**config.mk**
```make
export PLATFORM = sky130hd
export DESIGN_NAME = t8oc_top
export DESIGN_NICKNAME = d
export VERILOG_FILES = /design/src/t8oc_pkg.sv /design/src/t8oc_top.sv
export SDC_FILE = /design/constraint.sdc
export NUM_CORES = 1
export LEC_CHECK = 0
export ABC_CLOCK_PERIOD_IN_PS = 3000
export BUFFER_PORTS_ARGS = -buffer_cell sky130_fd_sc_hd__buf_2
export CAP_MARGIN = 20
export CORE_UTILIZATION = 55
export DETAILED_ROUTE_END_ITERATION = 8
export HOLD_SLACK_MARGIN = 0.03
export PLACE_DENSITY = 0.8
export SYNTH_ARGS = -nofsm -noshare
export SYNTH_HDL_FRONTEND = slang
export SYNTH_SLANG_ARGS = --single-unit
```
**constraint.sdc**
```tcl
create_clock -name aclk -period 3 [get_ports aclk]
set_clock_uncertainty 0.2 [all_clocks]
set_input_delay 0.6 -clock aclk [delete_from_list [all_inputs] [get_ports aclk]]
set_output_delay 0.6 -clock aclk [all_outputs]
set_load 0.05 [all_outputs]
```
**src/t8oc_pkg.sv**
```systemverilog
// Package with register map, field layout, reset values and carrier types of the compare unit.
package t8oc_pkg;

    localparam logic [7:0] T8OC_ADDR_CTRL   = 8'h00;
    localparam logic [7:0] T8OC_ADDR_CLKSEL = 8'h04;
    localparam logic [7:0] T8OC_ADDR_COUNT  = 8'h08;
    localparam logic [7:0] T8OC_ADDR_CMPA   = 8'h0C;
    localparam logic [7:0] T8OC_ADDR_CMPB   = 8'h10;
    localparam logic [7:0] T8OC_ADDR_FLAGS  = 8'h14;
    localparam logic [7:0] T8OC_ADDR_MASK   = 8'h18;
    localparam logic [7:0] T8OC_ADDR_FORCE  = 8'h1C;
    localparam logic [7:0] T8OC_ADDR_STATE  = 8'h20;

    localparam int T8OC_FLAG_OVF = 0;
    localparam int T8OC_FLAG_A   = 1;
    localparam int T8OC_NCHAN    = 2;

    localparam logic [2:0] T8OC_MODE_NORMAL = 3'h0;
    localparam logic [2:0] T8OC_MODE_CTC    = 3'h2;
    localparam logic [2:0] T8OC_CLK_STOP    = 3'h0;
    localparam logic [7:0] T8OC_MAX         = 8'hFF;
    localparam logic [7:0] T8OC_BOTTOM      = 8'h00;
    localparam logic [7:0] T8OC_CNT_RESET   = 8'h00;
    localparam logic [7:0] T8OC_CMP_RESET   = 8'h00;

    localparam logic [1:0] T8OC_ACT_NONE   = 2'h0;
    localparam logic [1:0] T8OC_ACT_TOGGLE = 2'h1;
    localparam logic [1:0] T8OC_ACT_CLEAR  = 2'h2;
    localparam logic [1:0] T8OC_ACT_SET    = 2'h3;

    localparam logic [1:0] T8OC_RESP_OKAY   = 2'h0;
    localparam logic [1:0] T8OC_RESP_SLVERR = 2'h2;

    // Control word: bits [6:5] action B, [4:3] action A, [2:0] waveform mode.
    typedef struct packed {
        logic [1:0] output_action_sel_b;
        logic [1:0] output_action_sel_a;
        logic [2:0] waveform_mode_sel;
    } t8oc_ctrl_t;

    localparam t8oc_ctrl_t T8OC_CTRL_RESET = 7'h00;

    // Flag word: bit 0 overflow, bit 1 match A, bit 2 match B.
    typedef struct packed {
        logic [T8OC_NCHAN-1:0] match_flag_chan;
        logic                  overflow_flag;
    } t8oc_flags_t;

    localparam t8oc_flags_t T8OC_FLAGS_RESET = 3'h0;

endpackage : t8oc_pkg

```
**src/t8oc_top.sv**
```systemverilog
// Output compare and waveform unit of an 8-bit timer, with an AXI4-Lite register slave.
//
// The register offsets and the AXI4-Lite slave port were left to the implementer.
`timescale 1ns/1ps

module t8oc_top
    import t8oc_pkg::*;
(
    input  wire logic                  aclk,
    input  wire logic                  aresetn,
    input  wire logic [7:0]            s_axi_awaddr,
    input  wire logic                  s_axi_awvalid,
    output logic                       s_axi_awready,
    input  wire logic [31:0]           s_axi_wdata,
    input  wire logic [3:0]            s_axi_wstrb,
    input  wire logic                  s_axi_wvalid,
    output logic                       s_axi_wready,
    output logic [1:0]                 s_axi_bresp,
    output logic                       s_axi_bvalid,
    input  wire logic                  s_axi_bready,
    input  wire logic [7:0]            s_axi_araddr,
    input  wire logic                  s_axi_arvalid,
    output logic                       s_axi_arready,
    output logic [31:0]                s_axi_rdata,
    output logic [1:0]                 s_axi_rresp,
    output logic                       s_axi_rvalid,
    input  wire logic                  s_axi_rready,
    input  wire logic                  timer_tick,
    input  wire logic [2:0]            irq_ack,
    input  wire logic [T8OC_NCHAN-1:0] port_latch,
    input  wire logic [T8OC_NCHAN-1:0] pin_dir,
    output logic [T8OC_NCHAN-1:0]      pin_out,
    output logic [T8OC_NCHAN-1:0]      pin_oe,
    output logic [2:0]                 irq_req,
    output logic                       at_top,
    output logic                       at_bottom
);

    t8oc_ctrl_t            ctrl;
    t8oc_flags_t           flags;
    logic [2:0]            irq_mask;
    logic [2:0]            clock_source_sel;
    logic [7:0]            counter_value;
    logic                  count_down;
    logic                  match_block;
    logic [7:0]            cmp_active [T8OC_NCHAN];
    logic [7:0]            cmp_buffer [T8OC_NCHAN];
    logic [T8OC_NCHAN-1:0] compare_output_state;
    logic [1:0]            act        [T8OC_NCHAN];

    logic [7:0]  aw_addr;
    logic [31:0] w_data;
    logic [3:0]  w_strb;
    logic        aw_full;
    logic        w_full;
    logic        wr_do;
    logic        wr_lane0;
    logic        ar_take;
    logic        aw_take;
    logic        w_take;

    logic        pwm;
    logic        dual_slope;
    logic        tclk;
    logic [7:0]  top_value;
    logic        reach_top;
    logic        ctc_clear;
    logic [7:0]  next_counter;
    logic        next_down;
    logic        ovf_event;
    logic [T8OC_NCHAN-1:0] match;
    logic [T8OC_NCHAN-1:0] force_hit;

    // Channel index 0 is A and index 1 is B everywhere in this block.
    assign act[0] = ctrl.output_action_sel_a;
    assign act[1] = ctrl.output_action_sel_b;

    // Odd mode codes are the pulse-width modes; modes 1 and 5 count up and down.
    assign pwm        = ctrl.waveform_mode_sel[0];
    assign dual_slope = pwm && !ctrl.waveform_mode_sel[1];
    assign tclk       = timer_tick && (clock_source_sel != T8OC_CLK_STOP);
    // Clear-on-match and the pulse-width modes with code bit 2 take their top from channel A.
    assign top_value  = ((pwm && ctrl.waveform_mode_sel[2]) ||
                         (ctrl.waveform_mode_sel == T8OC_MODE_CTC)) ? cmp_active[0]
                                                                    : T8OC_MAX;
    assign reach_top  = tclk && !count_down && (counter_value == top_value);

    // AXI4-Lite write channel: address and data are latched in either order.
    // A pending response stalls the next write, so a slow bready only costs bus time.
    assign aw_take  = s_axi_awvalid && s_axi_awready;
    assign w_take   = s_axi_wvalid && s_axi_wready;
    assign wr_do    = aw_full && w_full && !s_axi_bvalid;
    assign wr_lane0 = wr_do && w_strb[0];
    assign ar_take  = s_axi_arvalid && s_axi_arready;

    always_ff @(posedge aclk) begin
        if (!aresetn) begin
            aw_full       <= 1'b0;
            aw_addr       <= 8'h00;
            s_axi_awready <= 1'b1;
        end else if (aw_take) begin
            aw_full       <= 1'b1;
            aw_addr       <= s_axi_awaddr;
            s_axi_awready <= 1'b0;
        end else if (wr_do) begin
            aw_full       <= 1'b0;
            s_axi_awready <= 1'b1;
        end
    end

    always_ff @(posedge aclk) begin
        if (!aresetn) begin
            w_full       <= 1'b0;
            w_data       <= 32'h0000_0000;
            w_strb       <= 4'h0;
            s_axi_wready <= 1'b1;
        end else if (w_take) begin
            w_full       <= 1'b1;
            w_data       <= s_axi_wdata;
            w_strb       <= s_axi_wstrb;
            s_axi_wready <= 1'b0;
        end else if (wr_do) begin
            w_full       <= 1'b0;
            s_axi_wready <= 1'b1;
        end
    end

    // Writes above the last register are ignored but still answered, with an error code.
    always_ff @(posedge aclk) begin
        if (!aresetn) begin
            s_axi_bvalid <= 1'b0;
            s_axi_bresp  <= T8OC_RESP_OKAY;
        end else if (wr_do) begin
            s_axi_bvalid <= 1'b1;
            s_axi_bresp  <= (aw_addr[7:2] > T8OC_ADDR_STATE[7:2]) ? T8OC_RESP_SLVERR
                                                                  : T8OC_RESP_OKAY;
        end else if (s_axi_bready) begin
            s_axi_bvalid <= 1'b0;
        end
    end

    // Read channel: one read in flight; data is sampled on the address handshake.
    // Address bits [1:0] are ignored, so an unaligned read returns the word it falls in.
    always_ff @(posedge aclk) begin
        if (!aresetn) begin
            s_axi_arready <= 1'b1;
            s_axi_rvalid  <= 1'b0;
            s_axi_rdata   <= 32'h0000_0000;
            s_axi_rresp   <= T8OC_RESP_OKAY;
        end else if (ar_take) begin
            s_axi_arready <= 1'b0;
            s_axi_rvalid  <= 1'b1;
            s_axi_rresp   <= T8OC_RESP_OKAY;
            case ({s_axi_araddr[7:2], 2'b00})
                T8OC_ADDR_CTRL:   s_axi_rdata <= {25'h0, ctrl};
                T8OC_ADDR_CLKSEL: s_axi_rdata <= {29'h0, clock_source_sel};
                T8OC_ADDR_COUNT:  s_axi_rdata <= {24'h0, counter_value};
                T8OC_ADDR_CMPA:   s_axi_rdata <= {24'h0, pwm ? cmp_buffer[0] : cmp_active[0]};
                T8OC_ADDR_CMPB:   s_axi_rdata <= {24'h0, pwm ? cmp_buffer[1] : cmp_active[1]};
                T8OC_ADDR_FLAGS:  s_axi_rdata <= {29'h0, flags};
                T8OC_ADDR_MASK:   s_axi_rdata <= {29'h0, irq_mask};
                T8OC_ADDR_FORCE:  s_axi_rdata <= 32'h0000_0000;
                T8OC_ADDR_STATE:  s_axi_rdata <= {30'h0, compare_output_state};
                default: begin
                    s_axi_rdata <= 32'h0000_0000;
                    s_axi_rresp <= T8OC_RESP_SLVERR;
                end
            endcase
        end else if (s_axi_rvalid && s_axi_rready) begin
            s_axi_arready <= 1'b1;
            s_axi_rvalid  <= 1'b0;
        end
    end

    // Configuration registers.
    // Action fields are not buffered, so a new action is seen by the very next match.
    always_ff @(posedge aclk) begin
        if (!aresetn) begin
            ctrl             <= T8OC_CTRL_RESET;
            clock_source_sel <= T8OC_CLK_STOP;
            irq_mask         <= 3'h0;
        end else if (wr_lane0) begin
            if (aw_addr == T8OC_ADDR_CTRL)
                ctrl <= w_data[6:0];
            if (aw_addr == T8OC_ADDR_CLKSEL)
                clock_source_sel <= w_data[2:0];
            if (aw_addr == T8OC_ADDR_MASK)
                irq_mask <= w_data[2:0];
        end
    end

    // Counter sequencing depends on the waveform mode and the channel A compare value, never on the actions.
    // The dual-slope branch turns at top and reports overflow on reaching bottom.
    always_comb begin
        ctc_clear    = (ctrl.waveform_mode_sel == T8OC_MODE_CTC) && match[0];
        next_counter = counter_value + 8'h01;
        next_down    = count_down;
        ovf_event    = 1'b0;
        if (dual_slope) begin
            if (!count_down && counter_value == top_value) begin
                next_counter = counter_value - 8'h01;
                next_down    = 1'b1;
            end else if (count_down) begin
                next_counter = counter_value - 8'h01;
                ovf_event    = (counter_value == 8'h01);
                next_down    = (counter_value != 8'h01);
            end
        end else if (pwm) begin
            if (counter_value == top_value) begin
                next_counter = T8OC_BOTTOM;
                ovf_event    = 1'b1;
            end
        end else if (ctc_clear) begin
            // A top of FF clears straight from the maximum, which is still a roll to zero.
            next_counter = T8OC_BOTTOM;
            ovf_event    = (counter_value == T8OC_MAX);
        end else begin
            ovf_event = (counter_value == T8OC_MAX);
        end
    end

    // A bus write takes priority over a tick in the same cycle; later ticks count on from the written value.
    always_ff @(posedge aclk) begin
        if (!aresetn) begin
            counter_value <= T8OC_CNT_RESET;
            count_down    <= 1'b0;
        end else if (wr_lane0 && aw_addr == T8OC_ADDR_COUNT) begin
            counter_value <= w_data[7:0];
        end else if (tclk) begin
            counter_value <= next_counter;
            count_down    <= next_down && dual_slope;
        end
    end

    // The block holds until the next timer tick, so a stopped timer keeps it armed.
    // Software that loads equal compare and count values relies on it to avoid a false flag.
    always_ff @(posedge aclk) begin
        if (!aresetn)
            match_block <= 1'b0;
        else if (wr_lane0 && aw_addr == T8OC_ADDR_COUNT)
            match_block <= 1'b1;
        else if (tclk)
            match_block <= 1'b0;
    end

    // A set and a clear in the same cycle leave the flag set, so no event is lost.
    always_ff @(posedge aclk) begin
        if (!aresetn) begin
            flags.overflow_flag <= 1'b0;
        end else if (tclk && ovf_event) begin
            flags.overflow_flag <= 1'b1;
        end else if (irq_ack[T8OC_FLAG_OVF] ||
                     (wr_lane0 && aw_addr == T8OC_ADDR_FLAGS && w_data[T8OC_FLAG_OVF])) begin
            flags.overflow_flag <= 1'b0;
        end
    end

    // Both channels share one body; besides the address that loads the compare value, only channel A toggles in PWM, and only in modes 5 and 7.
    genvar ch;
    generate
        for (ch = 0; ch < T8OC_NCHAN; ch++) begin : g_chan
            logic [7:0] cmp_addr;
            logic       cmp_write;
            assign cmp_addr  = (ch == 0) ? T8OC_ADDR_CMPA : T8OC_ADDR_CMPB;
            assign cmp_write = wr_lane0 && aw_addr == cmp_addr;
            assign match[ch] = tclk && !match_block &&
                               counter_value == cmp_active[ch];
            assign force_hit[ch] = wr_lane0 && aw_addr == T8OC_ADDR_FORCE &&
                                   w_data[ch] && !pwm;

            // Outside the pulse-width modes a write lands in both copies, so a switch starts clean.
            always_ff @(posedge aclk) begin
                if (!aresetn) begin
                    cmp_buffer[ch] <= T8OC_CMP_RESET;
                    cmp_active[ch] <= T8OC_CMP_RESET;
                end else begin
                    if (cmp_write)
                        cmp_buffer[ch] <= w_data[7:0];
                    if (cmp_write && !pwm)
                        cmp_active[ch] <= w_data[7:0];
                    else if (pwm && reach_top)
                        cmp_active[ch] <= cmp_buffer[ch];
                end
            end

            // The match takes priority over a clear that arrives in the same cycle.
            always_ff @(posedge aclk) begin
                if (!aresetn) begin
                    flags.match_flag_chan[ch] <= 1'b0;
                end else if (match[ch]) begin
                    flags.match_flag_chan[ch] <= 1'b1;
                end else if (irq_ack[T8OC_FLAG_A+ch] ||
                             (wr_lane0 && aw_addr == T8OC_ADDR_FLAGS &&
                              w_data[T8OC_FLAG_A+ch])) begin
                    flags.match_flag_chan[ch] <= 1'b0;
                end
            end

            // PWM modes use action bit 0 as polarity; the wrap edge restores the idle level unless a match falls on the same tick.
            always_ff @(posedge aclk) begin
                if (!aresetn) begin
                    compare_output_state[ch] <= 1'b0;
                end else if (act[ch] == T8OC_ACT_NONE) begin
                    compare_output_state[ch] <= compare_output_state[ch];
                end else if (!pwm && (match[ch] || force_hit[ch])) begin
                    case (act[ch])
                        T8OC_ACT_TOGGLE: compare_output_state[ch] <= !compare_output_state[ch];
                        T8OC_ACT_CLEAR:  compare_output_state[ch] <= 1'b0;
                        T8OC_ACT_SET:    compare_output_state[ch] <= 1'b1;
                        default:         compare_output_state[ch] <= compare_output_state[ch];
                    endcase
                end else if (pwm && act[ch] == T8OC_ACT_TOGGLE) begin
                    if (ch == 0 && ctrl.waveform_mode_sel[2] && match[ch])
                        compare_output_state[ch] <= !compare_output_state[ch];
                end else if (pwm && match[ch]) begin
                    compare_output_state[ch] <= count_down ? !act[ch][0] : act[ch][0];
                end else if (pwm && !dual_slope && reach_top) begin
                    compare_output_state[ch] <= !act[ch][0];
                end
            end

            // The pin path adds one cycle of latency; the override follows the action field only.
            always_ff @(posedge aclk) begin
                if (!aresetn) begin
                    pin_out[ch] <= 1'b0;
                    pin_oe[ch]  <= 1'b0;
                end else begin
                    pin_out[ch] <= (act[ch] != T8OC_ACT_NONE) ? compare_output_state[ch]
                                                              : port_latch[ch];
                    pin_oe[ch]  <= pin_dir[ch];
                end
            end
        end
    endgenerate

    // Requests and the top and bottom strobes lag their sources by one cycle.
    always_ff @(posedge aclk) begin
        if (!aresetn) begin
            irq_req   <= 3'h0;
            at_top    <= 1'b0;
            at_bottom <= 1'b0;
        end else begin
            irq_req   <= flags & irq_mask;
            at_top    <= (counter_value == top_value);
            at_bottom <= (counter_value == T8OC_BOTTOM);
        end
    end

endmodule : t8oc_top

```
---- Word-level counts from Yosys, hierarchy flattened ----
Memory sizes are Yosys's and may differ from the RTL's.
Index checks and enable logic that the tools add are counted.
storage, ports and cells
  output and inout port bits .............. 50
  logic and storage cells ................. 247
  memories ................................ 2
  input port bits ......................... 67
  register bits ........................... 97
  bits in writable memories ............... 32
operators by class
  muxes and demuxes ....................... 83
  reduce and logical (&&, ||, !) cells .... 84
  bitwise operators ....................... 10
  equality and inequality tests ........... 32
  $lt $le $gt $ge ......................... 1
  add/subtract/negate cells ............... 2
memory list
  name        depth  bits a word  rd ports  clocked after memory_dff  write ports  line            RTL
  cmp_active  2      8            2         0                         2            t8oc_top.sv:46  logic [7:0] cmp_active [T8OC_NCHAN];
  cmp_buffer  2      8            2         0                         2            t8oc_top.sv:47  logic [7:0] cmp_buffer [T8OC_NCHAN];
operators with widths
  operator                                                                count
  8-bit two-way mux                                                       17
  8-bit case mux with 8 select lines                                      1
  1-bit two-way mux                                                       61
  1-bit logical AND                                                       43
  8-bit by 5-bit equality test with 1-bit output (second input constant)  4
  6-bit by 3-bit equality test with 1-bit output (second input constant)  4
  8-bit equality test                                                     3
  2-bit nonzero test                                                      10
  8-bit by 4-bit equality test with 1-bit output (second input constant)  2
  8-bit logical NOT                                                       2
  6-bit by 2-bit equality test with 1-bit output (second input constant)  2
  1-bit logical NOT                                                       10
  9-bit OR reduction                                                      1
  8-bit by 1-bit adder with 8-bit output (second input constant)          1
  2-bit equality test (second input constant)                             4
  8-bit by 1-bit equality test with 1-bit output (second input constant)  1
  8-bit by 3-bit equality test with 1-bit output (second input constant)  1
  8-bit equality test (second input constant)                             1
  4-bit by 1-bit != test with 1-bit output (second input constant)        2
  8-bit by 1-bit != test with 1-bit output (second input constant)        1
  2-bit AND reduction                                                     4
  4-bit AND reduction                                                     2
  8-bit by 1-bit subtractor with 8-bit output (second input constant)     1
  6-bit by 1-bit equality test with 1-bit output (second input constant)  1
  other kinds (16)                                                        33

---- Depth between registers and ports, before layout ----
  depth after elaboration ................. 11
  mapped depth ............................ 10
  depth with buffers taken out ............ 7

---- Least setup slack after synthesis ----
Ideal clock, no wire load.
  path kind ............................... reg2reg
  start ................................... register s_axi_bvalid
  end ..................................... register counter_value[5]
  library setup time ...................... 73 ps
  data required time ...................... 2,727 ps
  slack ................................... 296 ps
  cell stages (with the launch flop) ...... 10
  clock period less this slack ............ 2,704 ps
  buffers on the path ..................... 2
  arrival time ............................ 2,431 ps
  cells stage by stage .................... dfxtp_1 and3b_1 buf_2 and4b_1 buf_2 a21oi_2 nand2_1 a221oi_2 or4b_1 o211ai_2
between the ends
  cells in the longest elaborated chain, start to end .. 5
  elaborated cells between the ends (all ways) .. 6
  classes of those cells .................. mux (1); reduce/logical (5)
RTL lines
  item                                                            line             RTL
  start: declaration                                              t8oc_top.sv:19   output logic s_axi_bvalid,
  start signal: assignment                                        t8oc_top.sv:131  s_axi_bvalid <= 1'b0;
  start signal: assignment                                        t8oc_top.sv:134  s_axi_bvalid <= 1'b1;
  start signal: assignment                                        t8oc_top.sv:138  s_axi_bvalid <= 1'b0;
  1-bit logical NOT *                                             t8oc_top.sv:92   assign wr_do = aw_full && w_full && !s_axi_bvalid;
  1-bit logical AND *                                             t8oc_top.sv:92
  1-bit logical AND *                                             t8oc_top.sv:93   assign wr_lane0 = wr_do && w_strb[0];
  1-bit logical AND *                                             t8oc_top.sv:227  end else if (wr_lane0 && aw_addr == T8OC_ADDR_COUNT) begin
  8-bit two-way mux / 2-bit nonzero test (equally long branches)  --
  end signal: assignment                                          t8oc_top.sv:228  counter_value <= w_data[7:0];
  end signal: assignment                                          t8oc_top.sv:230  counter_value <= next_counter;
  end: declaration                                                t8oc_top.sv:43   logic [7:0] counter_value;
Mark *: on every way between the ends. The rest lies on a longest branch, timed or not.
A chain may end at the register's enable or synchronous reset.

---- Final worst setup path ----
  start ................................... register counter_value[3]
  end ..................................... register counter_value[5]
between the ends
  cells in the longest elaborated chain, start to end .. 8
  elaborated cells between the ends (all ways) .. 15
  classes of those cells .................. add/sub (2); eq/ne (2); mux (8); reduce/logical (3)
RTL lines
  item                                                                                            line             RTL
  parallel branches: the longest is 5 deep, another holds 8-bit by 1-bit adder with 8-bit output  --
  8-bit two-way mux *                                                                             t8oc_top.sv:199  if (dual_slope) begin
  8-bit two-way mux *                                                                             t8oc_top.sv:229  end else if (tclk) begin
  8-bit two-way mux *                                                                             t8oc_top.sv:227
Mark *: on every way between the ends. The select of a mux whose other input is x is not followed.

==> metrics.md <==
| Metric | Value |
|---|---|
| WP data required | `3110 ps` |
| Period minus WS final | `2760 ps` |
| Routed wirelength normalized by instance count | `18.0 um` |
| Avg Inst Size Synth | `8.84 um^2` |
| Initial antenna violation count | `0` |
| Final core occ | `63.3%` |
| Post-CTS resize count | `0` |
| Effective utilization at floorplan | `57.4%` |
| Largest net degree at the start of global routing | `31` |
| Wire length of the first global-routing pass | `23,900 um` |
| Total area of sequential cells | `2380 um^2` |
| Clk Tree Root Cell | `sky130_fd_sc_hd__clkbuf_8` |
| Yosys top cell by area | `sky130_fd_sc_hd__dfxtp_1` |
| Post-route setup TNS | `0 ps` |
| DIE AREA | `10,700 um^2` |
| Max_slew headroom | `49.7%` |
| Fraction of synthesized cell area taken by the top area cell type | `25.0%` |
| Total core area | `9910 um^2` |
| Clock sink count | `103` |
| PnR Total Power | `2.75 mW` |
| Number of register bits inferred by synthesis | `103` |
| Largest vdd supply drop | `265 uV` |
| Combinational group share of total power | `10.6%` |
| Main area contributors after synthesis | `sky130_fd_sc_hd__dfxtp_1, sky130_fd_sc_hd__edfxtp_1, sky130_fd_sc_hd__nand2_1` |
| Buffer levels on the longest clock path | `2` |
| Fraction of final layout cells sized beyond drive strength 1 | `19.0%` |
| Worst endpoint data arrival time | `2880 ps` |
| Final worst path period share | `92.1%` |
| NetSw | `0.826 mW` |
| Sequential area share after synthesis | `41.9%` |
| Final Hold Viols | `0` |
| Last weighted congestion value of the routability-driven placer | `0.907` |
| Power density cells | `439 nW/um^2` |
| Overall die width | `104 um` |
| Congestion Overflow GR | `0` |
| Sw Share | `30.0%` |
| Most instantiated flip-flop cell in the synthesis netlist | `sky130_fd_sc_hd__dfxtp_1` |
| Worst hold path class | `in -> reg` |
| Register clock-pin slew on the reported worst setup and hold paths | `110 ps` |
| Maximum level of the CTS H-tree | `3` |
| Flop pwr share | `55.2%` |
| Slew Limit Fails | `0` |
| Synthesis warning total | `0` |
| Leakage Power | `2.43 nW` |
| GR Util All Layers | `28.1%` |
| Startpoint Class | `flop` |
| Number of nets in the layout | `773` |
| TritonCTS clock tree | `yes` |
| Hold bufs inserted after CTS | `0` |
| Half-perimeter wire length after detailed placement | `11,100 um` |
| Ports | `117` |
| Via count of the routed design | `5,051` |
| Yosys cell types | `75` |
| Post-route DRC | `0` |
| Number of routed nets with antenna violations | `0` |
| Number of CTS-inserted buffers | `9` |
| RSZ-0062 raised after global routing | `false` |
| Filler cells | `846` |
| Netlist Area Pre-Place | `5690 um^2` |
| Area growth from synthesis to layout | `10.3%` |
| DP Cell Count | `824` |
| Vias per cell | `6.01` |
| Setup Crit Path Kind | `reg -> reg` |
| Endpoint kind of the worst setup timing path | `flop` |
| Wire length after detailed routing | `15,100 um` |
| Multi-input gate area in the final layout | `2900 um^2` |
| Post-synthesis instance total | `643` |
| Commonest cells post-synth | `sky130_fd_sc_hd__nand2_1, sky130_fd_sc_hd__dfxtp_1, sky130_fd_sc_hd__a21oi_1` |
| Max Freq | `0.362 GHz` |
| Final setup viols | `0` |
| DR iter-0 viols | `433` |
| Share of synthesized flip-flops with an asynchronous set or reset | `0%` |
| Buffers inserted during post-CTS setup optimization | `0` |
| Final non-filler cell total | `840` |
| Source-to-sink clock delay at the later pin of the worst-skew pair | `380 ps` |
| Actual transition at the worst max-transition pin | `751 ps` |
| Diodes inserted | `0` |
| Count of flip-flops with a built-in enable after synthesis | `32` |
| Clock network fraction of design power | `34.2%` |
| Max capacitance violation total | `0` |
| Die extent in y | `104 um` |
| Internal power | `1.92 mW` |
| Status | `finished clean` |
| Number of input and output port buffers inserted | `61` |
| Number of rows in the core area | `36` |
| Most used standard cell by instance count after synthesis | `sky130_fd_sc_hd__nand2_1` |
| First-pass iteration count of the detailed router | `5` |
| Via count of the first global-routing pass | `4,677` |
| Largest fanout on the critical path | `7` |
[routing by layer]
layer  vias to the layer above  track usage [%]  wire length (um)
li1                       2411                -                 -
met1                      2379             37.9              6480
met2                       227             44.9              7020
met3                        34             4.72              1190
met4                         0             11.7               403
met5                         -                0                 0
[worst max-delay path, cell delays in order, from the launching register on]
cell,delay [ps]
sky130_fd_sc_hd__dfxtp_1,500
sky130_fd_sc_hd__or2b_1,260
sky130_fd_sc_hd__o2111ai_1,240
sky130_fd_sc_hd__or2_2,260
sky130_fd_sc_hd__nor3_1,110
sky130_fd_sc_hd__a221oi_2,560
sky130_fd_sc_hd__or4b_1,500
sky130_fd_sc_hd__o211ai_2,70
[placed cells by master, fill, tap and decap left out, drive strengths merged, types with 3 or more instances in the layout]
| master | Yosys | layout |
|---|---|---|
| a221oi | 11 | 11 |
| a221o | 3 | 3 |
| a211oi | 5 | 5 |
| a21o | 3 | 3 |
| inv | 18 | 20 |
| edfxtp | 32 | 32 |
| clkbuf | 30 | 10 |
| ha | 4 | 4 |
| and2 | 12 | 12 |
| nand2b | 6 | 6 |
| nand2 | 86 | 86 |
| or3 | 4 | 4 |
| buf | 39 | 92 |
| a21oi | 49 | 49 |
| dfxtp | 71 | 71 |
| or4 | 4 | 4 |
| clkinv | 0 | 4 |
| nand3 | 25 | 25 |
| xnor2 | 13 | 13 |
| nor4 | 5 | 5 |
| mux2i | 11 | 11 |
| mux2 | 7 | 7 |
| o21ai | 23 | 23 |
| nand4 | 6 | 6 |
| o31a | 3 | 3 |
| conb | 1 | 26 |
| o31ai | 5 | 5 |
| a31oi | 10 | 10 |
| nor2 | 45 | 45 |
| nor3 | 17 | 17 |
| o2111ai | 4 | 4 |
| nor2b | 4 | 4 |
| nand3b | 3 | 3 |
| o211ai | 6 | 6 |
| and3 | 15 | 15 |
| a22o | 19 | 19 |
| a22oi | 16 | 16 |
[area by class of cell]
class	instances	share of cell area, %
tap	133	2.65
clock inverter	6	1.04
inverter	18	1.08
clock buffer	10	2.37
timing repair buffer	92	8.58
multi-input combinational	478	46.3
sequential	103	38.0
[power groups by stage]
stage,Clock (mW),Combinational (mW),Sequential (mW)
CTS,0.934,0.290,1.51
global placement,0,0.285,1.54
global route,0.998,0.312,1.52
detailed placement,0,0.289,1.55
floorplan,0,0.210,1.57
finish,0.941,0.292,1.52
[sequential cells by signal (all words and copies together) (netlist names), 4 cells and up]
signal         cells
s_axi_rdata        8
cmp_active        16
counter_value      8
w_data             8
aw_addr            8
cmp_buffer        16
act                4
[worst paths after layout]
path              slack, ps                             to                          start  cells past startpoint
setup / recovery        240  counter_value[5]$_SDFFE_PN0P_  counter_value[3]$_SDFFE_PN0P_                      7
hold / removal          220           pin_oe[0]$_SDFF_PN0_                     pin_dir[0]                      2
setup reg to reg        240  counter_value[5]$_SDFFE_PN0P_  counter_value[3]$_SDFFE_PN0P_                      7
hold reg to reg         270        aw_addr[6]$_SDFFE_PN0P_        aw_addr[6]$_SDFFE_PN0P_                      2
[per-stage QoR]
stage          hold WS, ps  cell area (um^2)  setup WS (ps)
2_1_floorplan          232              5780            296
3_3_place_gp           242              6060            287
3_5_place_dp           254              6060            299
4_1_cts                215              6270            260
5_1_grt                209              6270           76.8
6_report               217              6270            236
[kinds of logic after synthesis]
logic type	after synthesis	share of synthesized area (%)
and+or+nand+nor	245	21.1
AOI/OAI and AO/OA	170	21.2
DFF	103	41.9
buffers and inverters	87	8.71
muxes	18	3.32
xor gates and xnor gates	15	2.77
adders and majority gates	4	0.880
other	1	0.0660
No activity file was read; power rests on OpenSTA's default activity.
